===== src/sdem_pkg.sv =====
// Shared constants, types and carriers of the servo deviation error monitor.
// Assumes a single 40 MHz clock domain and a synchronous active-low reset.
package sdem_pkg;

   localparam int POS_W = 32;
   localparam int SPD_W = 16;
   localparam int TRQ_W = 16;
   localparam int LIM_W = 16;
   localparam int VAL_W = 16;
   localparam int SEL_W = 4;

   // Weights inside the check selection digit
   localparam int SEL_POS_BIT = 0;
   localparam int SEL_SPD_BIT = 1;
   localparam int SEL_TRQ_BIT = 2;
   localparam logic [SEL_W-1:0] SEL_RESET = 4'h3;
   localparam logic [SEL_W-1:0] SEL_MAX   = 4'h7;

   // Limits: position in 0.01 rev, speed in r/min, torque in percent of rating
   localparam logic [LIM_W-1:0] POS_LIM_RESET = 16'h0009;
   localparam logic [LIM_W-1:0] POS_LIM_MIN   = 16'h0001;
   localparam logic [LIM_W-1:0] POS_LIM_MAX   = 16'h03E8;
   localparam logic [LIM_W-1:0] SPD_LIM_RESET = 16'h0064;
   localparam logic [LIM_W-1:0] SPD_LIM_MIN   = 16'h0001;
   localparam logic [LIM_W-1:0] SPD_LIM_MAX   = 16'h07D0;
   localparam logic [LIM_W-1:0] TRQ_LIM_RESET = 16'h0064;
   localparam logic [LIM_W-1:0] TRQ_LIM_MIN   = 16'h0001;
   localparam logic [LIM_W-1:0] TRQ_LIM_MAX   = 16'h03E8;

   // Pole detection selection: lowest digit 1 asks for detection at first servo-on
   localparam logic [VAL_W-1:0] POLE_SEL_RESET = 16'h0301;
   localparam int               POLE_DIGIT_LSB = 0;
   localparam logic [3:0]       POLE_DIGIT_ON  = 4'h1;

   typedef enum logic [2:0] {
      SDEM_PARAM_SELECT = 3'b000,
      SDEM_PARAM_POS    = 3'b001,
      SDEM_PARAM_SPD    = 3'b010,
      SDEM_PARAM_TRQ    = 3'b011,
      SDEM_PARAM_POLE   = 3'b100
   } sdem_param_t;

   // Alarm codes: 42.1 position, 42.2 speed, 42.3 torque
   typedef enum logic [1:0] {
      SDEM_ALARM_NONE = 2'b00,
      SDEM_ALARM_POS  = 2'b01,
      SDEM_ALARM_SPD  = 2'b10,
      SDEM_ALARM_TRQ  = 2'b11
   } sdem_alarm_t;

   typedef struct packed {
      sdem_param_t      id;
      logic [VAL_W-1:0] value;
   } sdem_param_wr_t;

   typedef struct packed {
      logic signed [POS_W-1:0] model_pos;
      logic signed [POS_W-1:0] fb_pos;
      logic signed [SPD_W-1:0] model_spd;
      logic signed [SPD_W-1:0] fb_spd;
      logic signed [TRQ_W-1:0] cmd_trq;
      logic signed [TRQ_W-1:0] fb_trq;
   } sdem_sample_t;

endpackage : sdem_pkg


===== src/sdem_cmp.sv =====
// One deviation comparison: flags when |a - b| exceeds the limit.
// Assumes the caller holds a and b stable in the strobe cycle.
module sdem_cmp
   import sdem_pkg::*;
#(
   parameter int W = 16
) (
   input  wire logic                clock,
   input  wire logic                rst_n,
   input  wire logic                strobe,
   input  wire logic                enable,
   input  wire logic signed [W-1:0] a,
   input  wire logic signed [W-1:0] b,
   input  wire logic [LIM_W-1:0]    limit,
   output logic                     over
);

   logic signed [W:0] diff;
   logic        [W:0] mag;
   logic        [W:0] lim_ext;

   // One extra bit so that the difference of two extremes cannot wrap
   always_comb begin
      diff    = {a[W-1], a} - {b[W-1], b};
      mag     = diff[W] ? (W+1)'(-diff) : (W+1)'(diff);
      lim_ext = (W+1)'(limit);
   end

   always_ff @(posedge clock) begin
      if (!rst_n) begin
         over <= 1'b0;
      end else begin
         over <= strobe && enable && (mag > lim_ext);
      end
   end

endmodule : sdem_cmp


===== src/sdem_pole.sv =====
// Servo-on sequencer with magnetic pole detection after each power-on.
// Assumes the pole detection engine answers a held start with a done pulse.
module sdem_pole
   import sdem_pkg::*;
(
   input  wire logic clock,
   input  wire logic rst_n,
   input  wire logic power_cycle,
   input  wire logic need_detect,
   input  wire logic servo_on_req,
   input  wire logic pole_done,
   input  wire logic force_off,
   output logic      pole_busy,
   output logic      servo_on_status
);

   typedef enum logic [1:0] {
      SDEM_POLE_OFF    = 2'b00,
      SDEM_POLE_DETECT = 2'b01,
      SDEM_POLE_ON     = 2'b10
   } sdem_pole_state_t;

   sdem_pole_state_t state_reg;
   sdem_pole_state_t state_next;
   logic             armed_reg;

   // Detection is owed once per power-on, consumed when it completes
   always_ff @(posedge clock) begin
      if (!rst_n) begin
         armed_reg <= 1'b1;
      end else if (power_cycle) begin
         armed_reg <= 1'b1;
      end else if (state_reg == SDEM_POLE_DETECT && pole_done) begin
         armed_reg <= 1'b0;
      end
   end

   always_comb begin
      state_next = state_reg;
      unique case (state_reg)
         SDEM_POLE_OFF: begin
            if (servo_on_req && !force_off) begin
               state_next = (armed_reg && need_detect) ? SDEM_POLE_DETECT : SDEM_POLE_ON;
            end
         end
         SDEM_POLE_DETECT: begin
            if (!servo_on_req || force_off) begin
               state_next = SDEM_POLE_OFF;
            end else if (pole_done) begin
               state_next = SDEM_POLE_ON;
            end
         end
         SDEM_POLE_ON: begin
            if (!servo_on_req || force_off) begin
               state_next = SDEM_POLE_OFF;
            end
         end
      endcase
   end

   always_ff @(posedge clock) begin
      if (!rst_n || power_cycle) begin
         state_reg <= SDEM_POLE_OFF;
      end else begin
         state_reg <= state_next;
      end
   end

   assign pole_busy       = (state_reg == SDEM_POLE_DETECT);
   assign servo_on_status = (state_reg == SDEM_POLE_ON);

endmodule : sdem_pole


===== src/sdem_top.sv =====
// Servo deviation error monitor: three programmable deviation checks that
// latch a servo control error and stop the motor, plus the servo-on sequence.
// Assumes all inputs come from logic on the same 40 MHz clock; the
// controller writes parameters one per cycle through param_wr_valid.
//
// Contract
// - Selection weight 1 enables position check
// - Selection weight 2 enables speed check
// - Selection weight 4 enables torque check
// - Combined selection values enable several checks
// - Selection defaults to 3 after initialisation
// - Position deviation over limit raises 42.1, stops
// - Position limit starts at 0.09 rev
// - Speed deviation over limit raises 42.2, stops
// - Speed limit starts at 100 r/min
// - Torque deviation over limit raises 42.3, stops
// - Torque limit starts at 100 percent
// - New selection applies after power cycle or reset
// - Power-cycle parameters apply only after power cycle
// - Incremental: pole detection at first servo-on
module sdem_top
   import sdem_pkg::*;
(
   input  wire logic           clock,
   input  wire logic           rst_n,
   input  wire logic           power_cycle,
   input  wire logic           ctrl_reset,
   input  wire logic           param_wr_valid,
   input  wire sdem_param_wr_t param_wr,
   input  wire logic           abs_system,
   input  wire logic           servo_on_req,
   input  wire logic           pole_done,
   input  wire logic           cycle_strobe,
   input  wire sdem_sample_t   sample,
   input  wire logic           alarm_clear,
   input  wire logic           pos_cmd_valid,
   output logic                param_wr_error,
   output logic                restart_pending,
   output logic [SEL_W-1:0]    deviation_check_select,
   output logic [LIM_W-1:0]    position_error_limit,
   output logic [LIM_W-1:0]    speed_error_limit,
   output logic [LIM_W-1:0]    torque_error_limit,
   output logic [VAL_W-1:0]    pole_detect_function_select,
   output logic                pole_detect_busy,
   output logic                servo_on_status,
   output logic                ready,
   output logic                pos_cmd_accept,
   output logic                pos_cmd_reject,
   output sdem_alarm_t         alarm_code,
   output logic                alarm_active,
   output logic                motor_stop
);

   // Stored (written) values and the copies that steer the logic
   logic [SEL_W-1:0] sel_store_reg;
   logic [SEL_W-1:0] sel_active_reg;
   logic [VAL_W-1:0] pole_store_reg;
   logic [VAL_W-1:0] pole_active_reg;
   logic [LIM_W-1:0] pos_lim_reg;
   logic [LIM_W-1:0] spd_lim_reg;
   logic [LIM_W-1:0] trq_lim_reg;
   logic             abs_reg;
   logic             restart_seen_reg;

   logic             wr_ok;
   logic             en_pos;
   logic             en_spd;
   logic             en_trq;
   logic             over_pos;
   logic             over_spd;
   logic             over_trq;
   logic             hit;
   sdem_alarm_t      hit_code;
   sdem_alarm_t      alarm_reg;
   logic             err_reg;
   logic             accept_reg;
   logic             reject_reg;
   logic             need_detect;

   // Range check of a parameter write; out-of-range values are refused whole
   always_comb begin
      wr_ok = 1'b0;
      unique case (param_wr.id)
         SDEM_PARAM_SELECT: begin
            wr_ok = (param_wr.value <= VAL_W'(SEL_MAX));
         end
         SDEM_PARAM_POS: begin
            wr_ok = (param_wr.value >= POS_LIM_MIN) && (param_wr.value <= POS_LIM_MAX);
         end
         SDEM_PARAM_SPD: begin
            wr_ok = (param_wr.value >= SPD_LIM_MIN) && (param_wr.value <= SPD_LIM_MAX);
         end
         SDEM_PARAM_TRQ: begin
            wr_ok = (param_wr.value >= TRQ_LIM_MIN) && (param_wr.value <= TRQ_LIM_MAX);
         end
         SDEM_PARAM_POLE: begin
            wr_ok = 1'b1;
         end
         default: begin
            wr_ok = 1'b0;
         end
      endcase
   end

   // Refusal is a one-cycle pulse after the write
   always_ff @(posedge clock) begin
      if (!rst_n) begin
         err_reg <= 1'b0;
      end else begin
         err_reg <= param_wr_valid && !wr_ok;
      end
   end

   // Limits carry no restart requirement and take effect on the next cycle
   always_ff @(posedge clock) begin
      if (!rst_n) begin
         pos_lim_reg <= POS_LIM_RESET;
         spd_lim_reg <= SPD_LIM_RESET;
         trq_lim_reg <= TRQ_LIM_RESET;
      end else if (param_wr_valid && wr_ok) begin
         if (param_wr.id == SDEM_PARAM_POS) begin
            pos_lim_reg <= param_wr.value;
         end
         if (param_wr.id == SDEM_PARAM_SPD) begin
            spd_lim_reg <= param_wr.value;
         end
         if (param_wr.id == SDEM_PARAM_TRQ) begin
            trq_lim_reg <= param_wr.value;
         end
      end
   end

   // Written selection values wait in the store until a restart event
   always_ff @(posedge clock) begin
      if (!rst_n) begin
         sel_store_reg  <= SEL_RESET;
         pole_store_reg <= POLE_SEL_RESET;
      end else if (param_wr_valid && wr_ok) begin
         if (param_wr.id == SDEM_PARAM_SELECT) begin
            sel_store_reg <= param_wr.value[SEL_W-1:0];
         end
         if (param_wr.id == SDEM_PARAM_POLE) begin
            pole_store_reg <= param_wr.value;
         end
      end
   end

   // A write in the same cycle as the restart is not taken by that restart
   always_ff @(posedge clock) begin
      if (!rst_n) begin
         sel_active_reg <= SEL_RESET;
      end else if (power_cycle || ctrl_reset) begin
         sel_active_reg <= sel_store_reg;
      end
   end

   always_ff @(posedge clock) begin
      if (!rst_n) begin
         pole_active_reg <= POLE_SEL_RESET;
      end else if (power_cycle) begin
         pole_active_reg <= pole_store_reg;
      end
   end

   // Position system kind is sampled at reset release and at each power cycle
   always_ff @(posedge clock) begin
      if (!rst_n) begin
         abs_reg <= 1'b0;
      end else if (power_cycle || !restart_seen_reg) begin
         abs_reg <= abs_system;
      end
   end

   // Marks the first cycle after reset release
   always_ff @(posedge clock) begin
      if (!rst_n) begin
         restart_seen_reg <= 1'b0;
      end else begin
         restart_seen_reg <= 1'b1;
      end
   end

   // Incremental systems detect every power-on; absolute ones only on request
   assign need_detect = !abs_reg
                        || (pole_active_reg[POLE_DIGIT_LSB +: 4] == POLE_DIGIT_ON);

   // Enables follow the applied copy, not the store
   always_comb begin
      en_pos = sel_active_reg[SEL_POS_BIT];
      en_spd = sel_active_reg[SEL_SPD_BIT];
      en_trq = sel_active_reg[SEL_TRQ_BIT];
   end

   // Each enabled check runs independently, so any combination works; a zero
   // selection leaves all three disabled
   sdem_cmp #(
      .W (POS_W)
   ) u_cmp_pos (
      .clock  (clock),
      .rst_n  (rst_n),
      .strobe (cycle_strobe && servo_on_status),
      .enable (en_pos),
      .a      (sample.model_pos),
      .b      (sample.fb_pos),
      .limit  (pos_lim_reg),
      .over   (over_pos)
   );

   sdem_cmp #(
      .W (SPD_W)
   ) u_cmp_spd (
      .clock  (clock),
      .rst_n  (rst_n),
      .strobe (cycle_strobe && servo_on_status),
      .enable (en_spd),
      .a      (sample.model_spd),
      .b      (sample.fb_spd),
      .limit  (spd_lim_reg),
      .over   (over_spd)
   );

   sdem_cmp #(
      .W (TRQ_W)
   ) u_cmp_trq (
      .clock  (clock),
      .rst_n  (rst_n),
      .strobe (cycle_strobe && servo_on_status),
      .enable (en_trq),
      .a      (sample.cmd_trq),
      .b      (sample.fb_trq),
      .limit  (trq_lim_reg),
      .over   (over_trq)
   );

   // Simultaneous trips report position first, then speed, then torque
   always_comb begin
      hit      = over_pos || over_spd || over_trq;
      hit_code = SDEM_ALARM_NONE;
      if (over_pos) begin
         hit_code = SDEM_ALARM_POS;
      end else if (over_spd) begin
         hit_code = SDEM_ALARM_SPD;
      end else if (over_trq) begin
         hit_code = SDEM_ALARM_TRQ;
      end
   end

   // First alarm holds; a trip in the clearing cycle wins over the clear
   always_ff @(posedge clock) begin
      if (!rst_n || power_cycle) begin
         alarm_reg <= SDEM_ALARM_NONE;
      end else if (alarm_reg == SDEM_ALARM_NONE || alarm_clear || ctrl_reset) begin
         alarm_reg <= hit ? hit_code : SDEM_ALARM_NONE;
      end
   end

   // A trip drops the servo at the edge its alarm latches
   sdem_pole u_pole (
      .clock           (clock),
      .rst_n           (rst_n),
      .power_cycle     (power_cycle),
      .need_detect     (need_detect),
      .servo_on_req    (servo_on_req),
      .pole_done       (pole_done),
      .force_off       (alarm_active || hit),
      .pole_busy       (pole_detect_busy),
      .servo_on_status (servo_on_status)
   );

   // Commands before ready are refused rather than trusted to the controller
   always_ff @(posedge clock) begin
      if (!rst_n) begin
         accept_reg <= 1'b0;
         reject_reg <= 1'b0;
      end else begin
         accept_reg <= pos_cmd_valid && ready;
         reject_reg <= pos_cmd_valid && !ready;
      end
   end

   assign ready                       = servo_on_status && !alarm_active;
   assign alarm_active                = (alarm_reg != SDEM_ALARM_NONE);
   assign alarm_code                  = alarm_reg;
   assign motor_stop                  = alarm_active;
   assign param_wr_error              = err_reg;
   assign pos_cmd_accept              = accept_reg;
   assign pos_cmd_reject              = reject_reg;
   assign deviation_check_select      = sel_active_reg;
   assign pole_detect_function_select = pole_active_reg;
   assign position_error_limit        = pos_lim_reg;
   assign speed_error_limit           = spd_lim_reg;
   assign torque_error_limit          = trq_lim_reg;
   assign restart_pending             = (sel_store_reg != sel_active_reg)
                                        || (pole_store_reg != pole_active_reg);

endmodule : sdem_top


===== config.mk =====
export PLATFORM = sky130hd
export DESIGN_NAME = sdem_top
export DESIGN_NICKNAME = d
export VERILOG_FILES = /design/src/sdem_pkg.sv /design/src/sdem_cmp.sv /design/src/sdem_pole.sv /design/src/sdem_top.sv
export SDC_FILE = /design/constraint.sdc
export NUM_CORES = 1
export LEC_CHECK = 0
export BUFFER_PORTS_ARGS = -buffer_cell sky130_fd_sc_hd__buf_2
export CORE_ASPECT_RATIO = 1.4
export CORE_MARGIN = 8
export CORE_UTILIZATION = 35
export CTS_CLUSTER_DIAMETER = 30
export CTS_CLUSTER_SIZE = 20
export DETAILED_ROUTE_END_ITERATION = 12
export PLACE_DENSITY = 0.53
export SYNTH_ARGS = -nofsm -noshare
export SYNTH_HDL_FRONTEND = slang
export SYNTH_SLANG_ARGS = --single-unit

===== constraint.sdc =====
create_clock -name clock -period 7 [get_ports clock]
set_input_delay 0.7 -clock clock [delete_from_list [all_inputs] [get_ports clock]]
set_output_delay 0.7 -clock clock [all_outputs]
set_load 0.1 [all_outputs]

==> impl_metrics.ini <==
[timing]
worst_slew_pin_slew_ns = 0.9416
slew_violations = 0
max_freq_mhz = 176.8
min_period_ns = 5.655
slew_headroom_pct = 37.04
hold_violations = 0
rsz0062_at_grt = false
post-route-period-util_pct = 80.79
setup_violations = 0
finalSetupTns_ns = 0
skew_ns = 0.005161

[clock_network]
clk_latency_ns = 0.34
cts.clk_slew.worst_paths_ns = 0.07
cts_hold_buffers = 0
tritoncts = built
clock_sinks = 101
numCtsBuffers = 9
cts-resized-gates = 0
h-tree-depth = 3
cts_setup_buffers = 0
root_buffer = clkbuf_16
cts_buffer_depth = 2

[grt]
grtUsageTotal_pct = 17.40
gr-total-overflow = 0
grt_max_degree = 96
grt_pass1_vias = 10046
grt_pass1_wl_um = 50620
antenna_found_initial = 2

[cells_and_area]
fillers = 3054
layout-drive-gt1-share_pct = 17.41
multi_input_area_sq_mm = 0.007567
finish.utilization_pct = 41.59
fin_nets = 1860
syn2layout_area_growth_pct = 17.37
final_cell_area_sq_mm = 0.01213
regArea_sq_mm = 0.002022

[synth]
ys_top_cells_by_count = nand2_1, inv_1, ha_1, dfxtp_1, nor2_1
synthArstFlopShare_pct = 0
synth_cell_type_count = 79
syn_area_sq_mm = 0.01033
yosysTopAreaCellShare_pct = 19.56
synth_area_leader_cell = dfxtp_1
ys.flop_type = dfxtp_1
yosysWarnings = 0
synth_edf_count = 0
syn_inst = 1378
synth.most_common_cell = nand2_1
ys_ff_latch = 101
yosysSeqAreaShare_pct = 19.56
synthTopCellsByArea = dfxtp_1, ha_1, xnor2_1
syn-num-nets = 1657
synth_area_per_cell_sq_um = 7.500

[routing]
ant_nets = 0
via_per_inst = 5.196
route.detailed.drc = 0
firstDrtPassIters = 5
dr_total_vias = 10221
avgRoutedWirePerCell_um = 16.23
wirelength_um = 31920
drtIter0Drc = 503

[critical_path]
crit_buf_inv = 2
worstPathRequired_ns = 7.23
cp-end-kind = flip-flop
path_cells = buf_2 -> ha_1 -> fa_1 -> nand2b_1 -> a211oi_1 -> o211ai_1 -> buf_4 -> a211oi_1 -> or3_1 -> nor2_1 -> xnor2_1 -> ha_1 -> a21oi_1 -> nor2b_1 -> o21ai_0 -> a21boi_0 -> o21a_1 -> o21ai_0 -> a32oi_1 -> a211o_1 -> a221o_1 -> nor4_1 -> o2111ai_1 -> o311a_1
reg2reg_slack_ns = 4.05
crit_family = compound AO/OA/AOI/OAI gates
cpMaxStageDelayCell = or3_1
cp_max_fo = 16
slowest_delay_ns = 0.52
critPathKind = in2reg
arrival_ns = 5.89
crit_path_start_kind = primary input

[worst_hold_path]
hold_path.class = reg2reg

[run_status]
status = complete, no violations

[die]
dieArea_sq_mm = 0.03536
initial_core_util_pct = 35.44
die_w_um = 161.2
ios = 237
core_sq_mm = 0.02917
rows = 74
die_y_um = 219.3

[pwr]
vdd.ir_drop.worst_uv = 90.86
pwr_density_cell_mw_per_mm2 = 175.1
p_leak_nw = 5.740

[placed_design]
dp_hpwl_um = 26470
place.port_buffers = 236
place.gp.congestion = 0.9116
placed_area_sq_mm = 0.01181

[run]
drv_cap = 0
## power breakdown
part | switching [mW] | leakage, nW | internal (mW)
logic | 0.582 | 4.77 | 0.418
clock network | 0.223 | 0.156 | 0.312
registers | 0.00647 | 0.817 | 0.582
## worst reg2reg max path: cells and delay by family, from the launching register on
family | cells | cell delay, ns
and+or+nand+nor | 2 | 0.22
buffers and inverters | 1 | 0.08
DFF | 1 | 0.36
adders and majority gates | 1 | 0.31
AOI/OAI and AO/OA | 10 | 1.88
## routing by layer
metal | part of all wire [%] | track usage (%) | up-vias
met1 | 42 | 19.87 | 4687
li1 | - | - | 5257
met3 | 4.5 | 2.944 | 31
met2 | 52 | 33.06 | 244
met5 | 0.041 | 0 | -
met4 | 1.3 | 3.713 | 2
## cells in the final DEF (no fill, tap or decap), types with 13 or more instances in the layout
cell	netlist	layout
a21boi_0	26	26
nand2_1	146	146
and3_1	30	30
dfxtp_1	101	101
mux2i_1	43	43
nand3_1	31	31
and2_1	15	15
o211ai_1	13	13
a21o_1	22	22
nor3_1	20	20
a21oi_1	75	75
o21a_1	26	26
nor4_1	20	20
xor2_1	33	33
nand4_1	27	27
nor2b_1	47	47
buf_2	5	236
a211oi_1	13	13
nor2_1	93	93
xnor2_1	71	71
ha_1	118	118
inv_1	143	143
or3_1	16	16
o21ai_0	52	52
## worst paths after layout
kind,start,end,depth (start not counted)
min,u_pole.armed_reg,u_pole.armed_reg,1
max reg2reg,position_error_limit[10],u_cmp_pos.over,14
min reg2reg,u_pole.armed_reg,u_pole.armed_reg,1
max,sample[64],u_cmp_pos.over,24
## stage by stage
step,hold WS [ns],instances,total power [mW],setup slack [ns]
after floorplan,0.4263,1378,1.363,1.578
after global placement,0.4380,1950,1.595,1.087
after detailed placement,0.4447,1950,1.604,1.000
after CTS,0.4606,1965,2.147,1.336
after global routing,0.4782,1965,2.292,0.8451
final,0.4556,1967,2.124,1.345
## cells by family after synthesis
group	count (synthesis)	synth area share, %
AO/OA/AOI/OAI	324	21.14
XOR/XNOR	105	8.971
adder cells (fa/ha/maj)	121	14.87
buffers and inverters	191	7.215
flip-flops	101	19.56
multiplexers	44	4.274
AND/OR/NAND/NOR	492	23.97
## cell type report
class                           instances  share of cell area, %
Antenna cell                            2                0.04126
Clock buffer                            9                  1.857
Clock inverter                          6                 0.7220
Inverter                              143                  4.425
Multi-Input combinational cell       1086                  62.38
Sequential cell                       101                  16.67
Tap cell                              380                  3.920
Timing Repair Buffer                  240                  9.985
No activity file was read; power rests on OpenSTA's default activity.
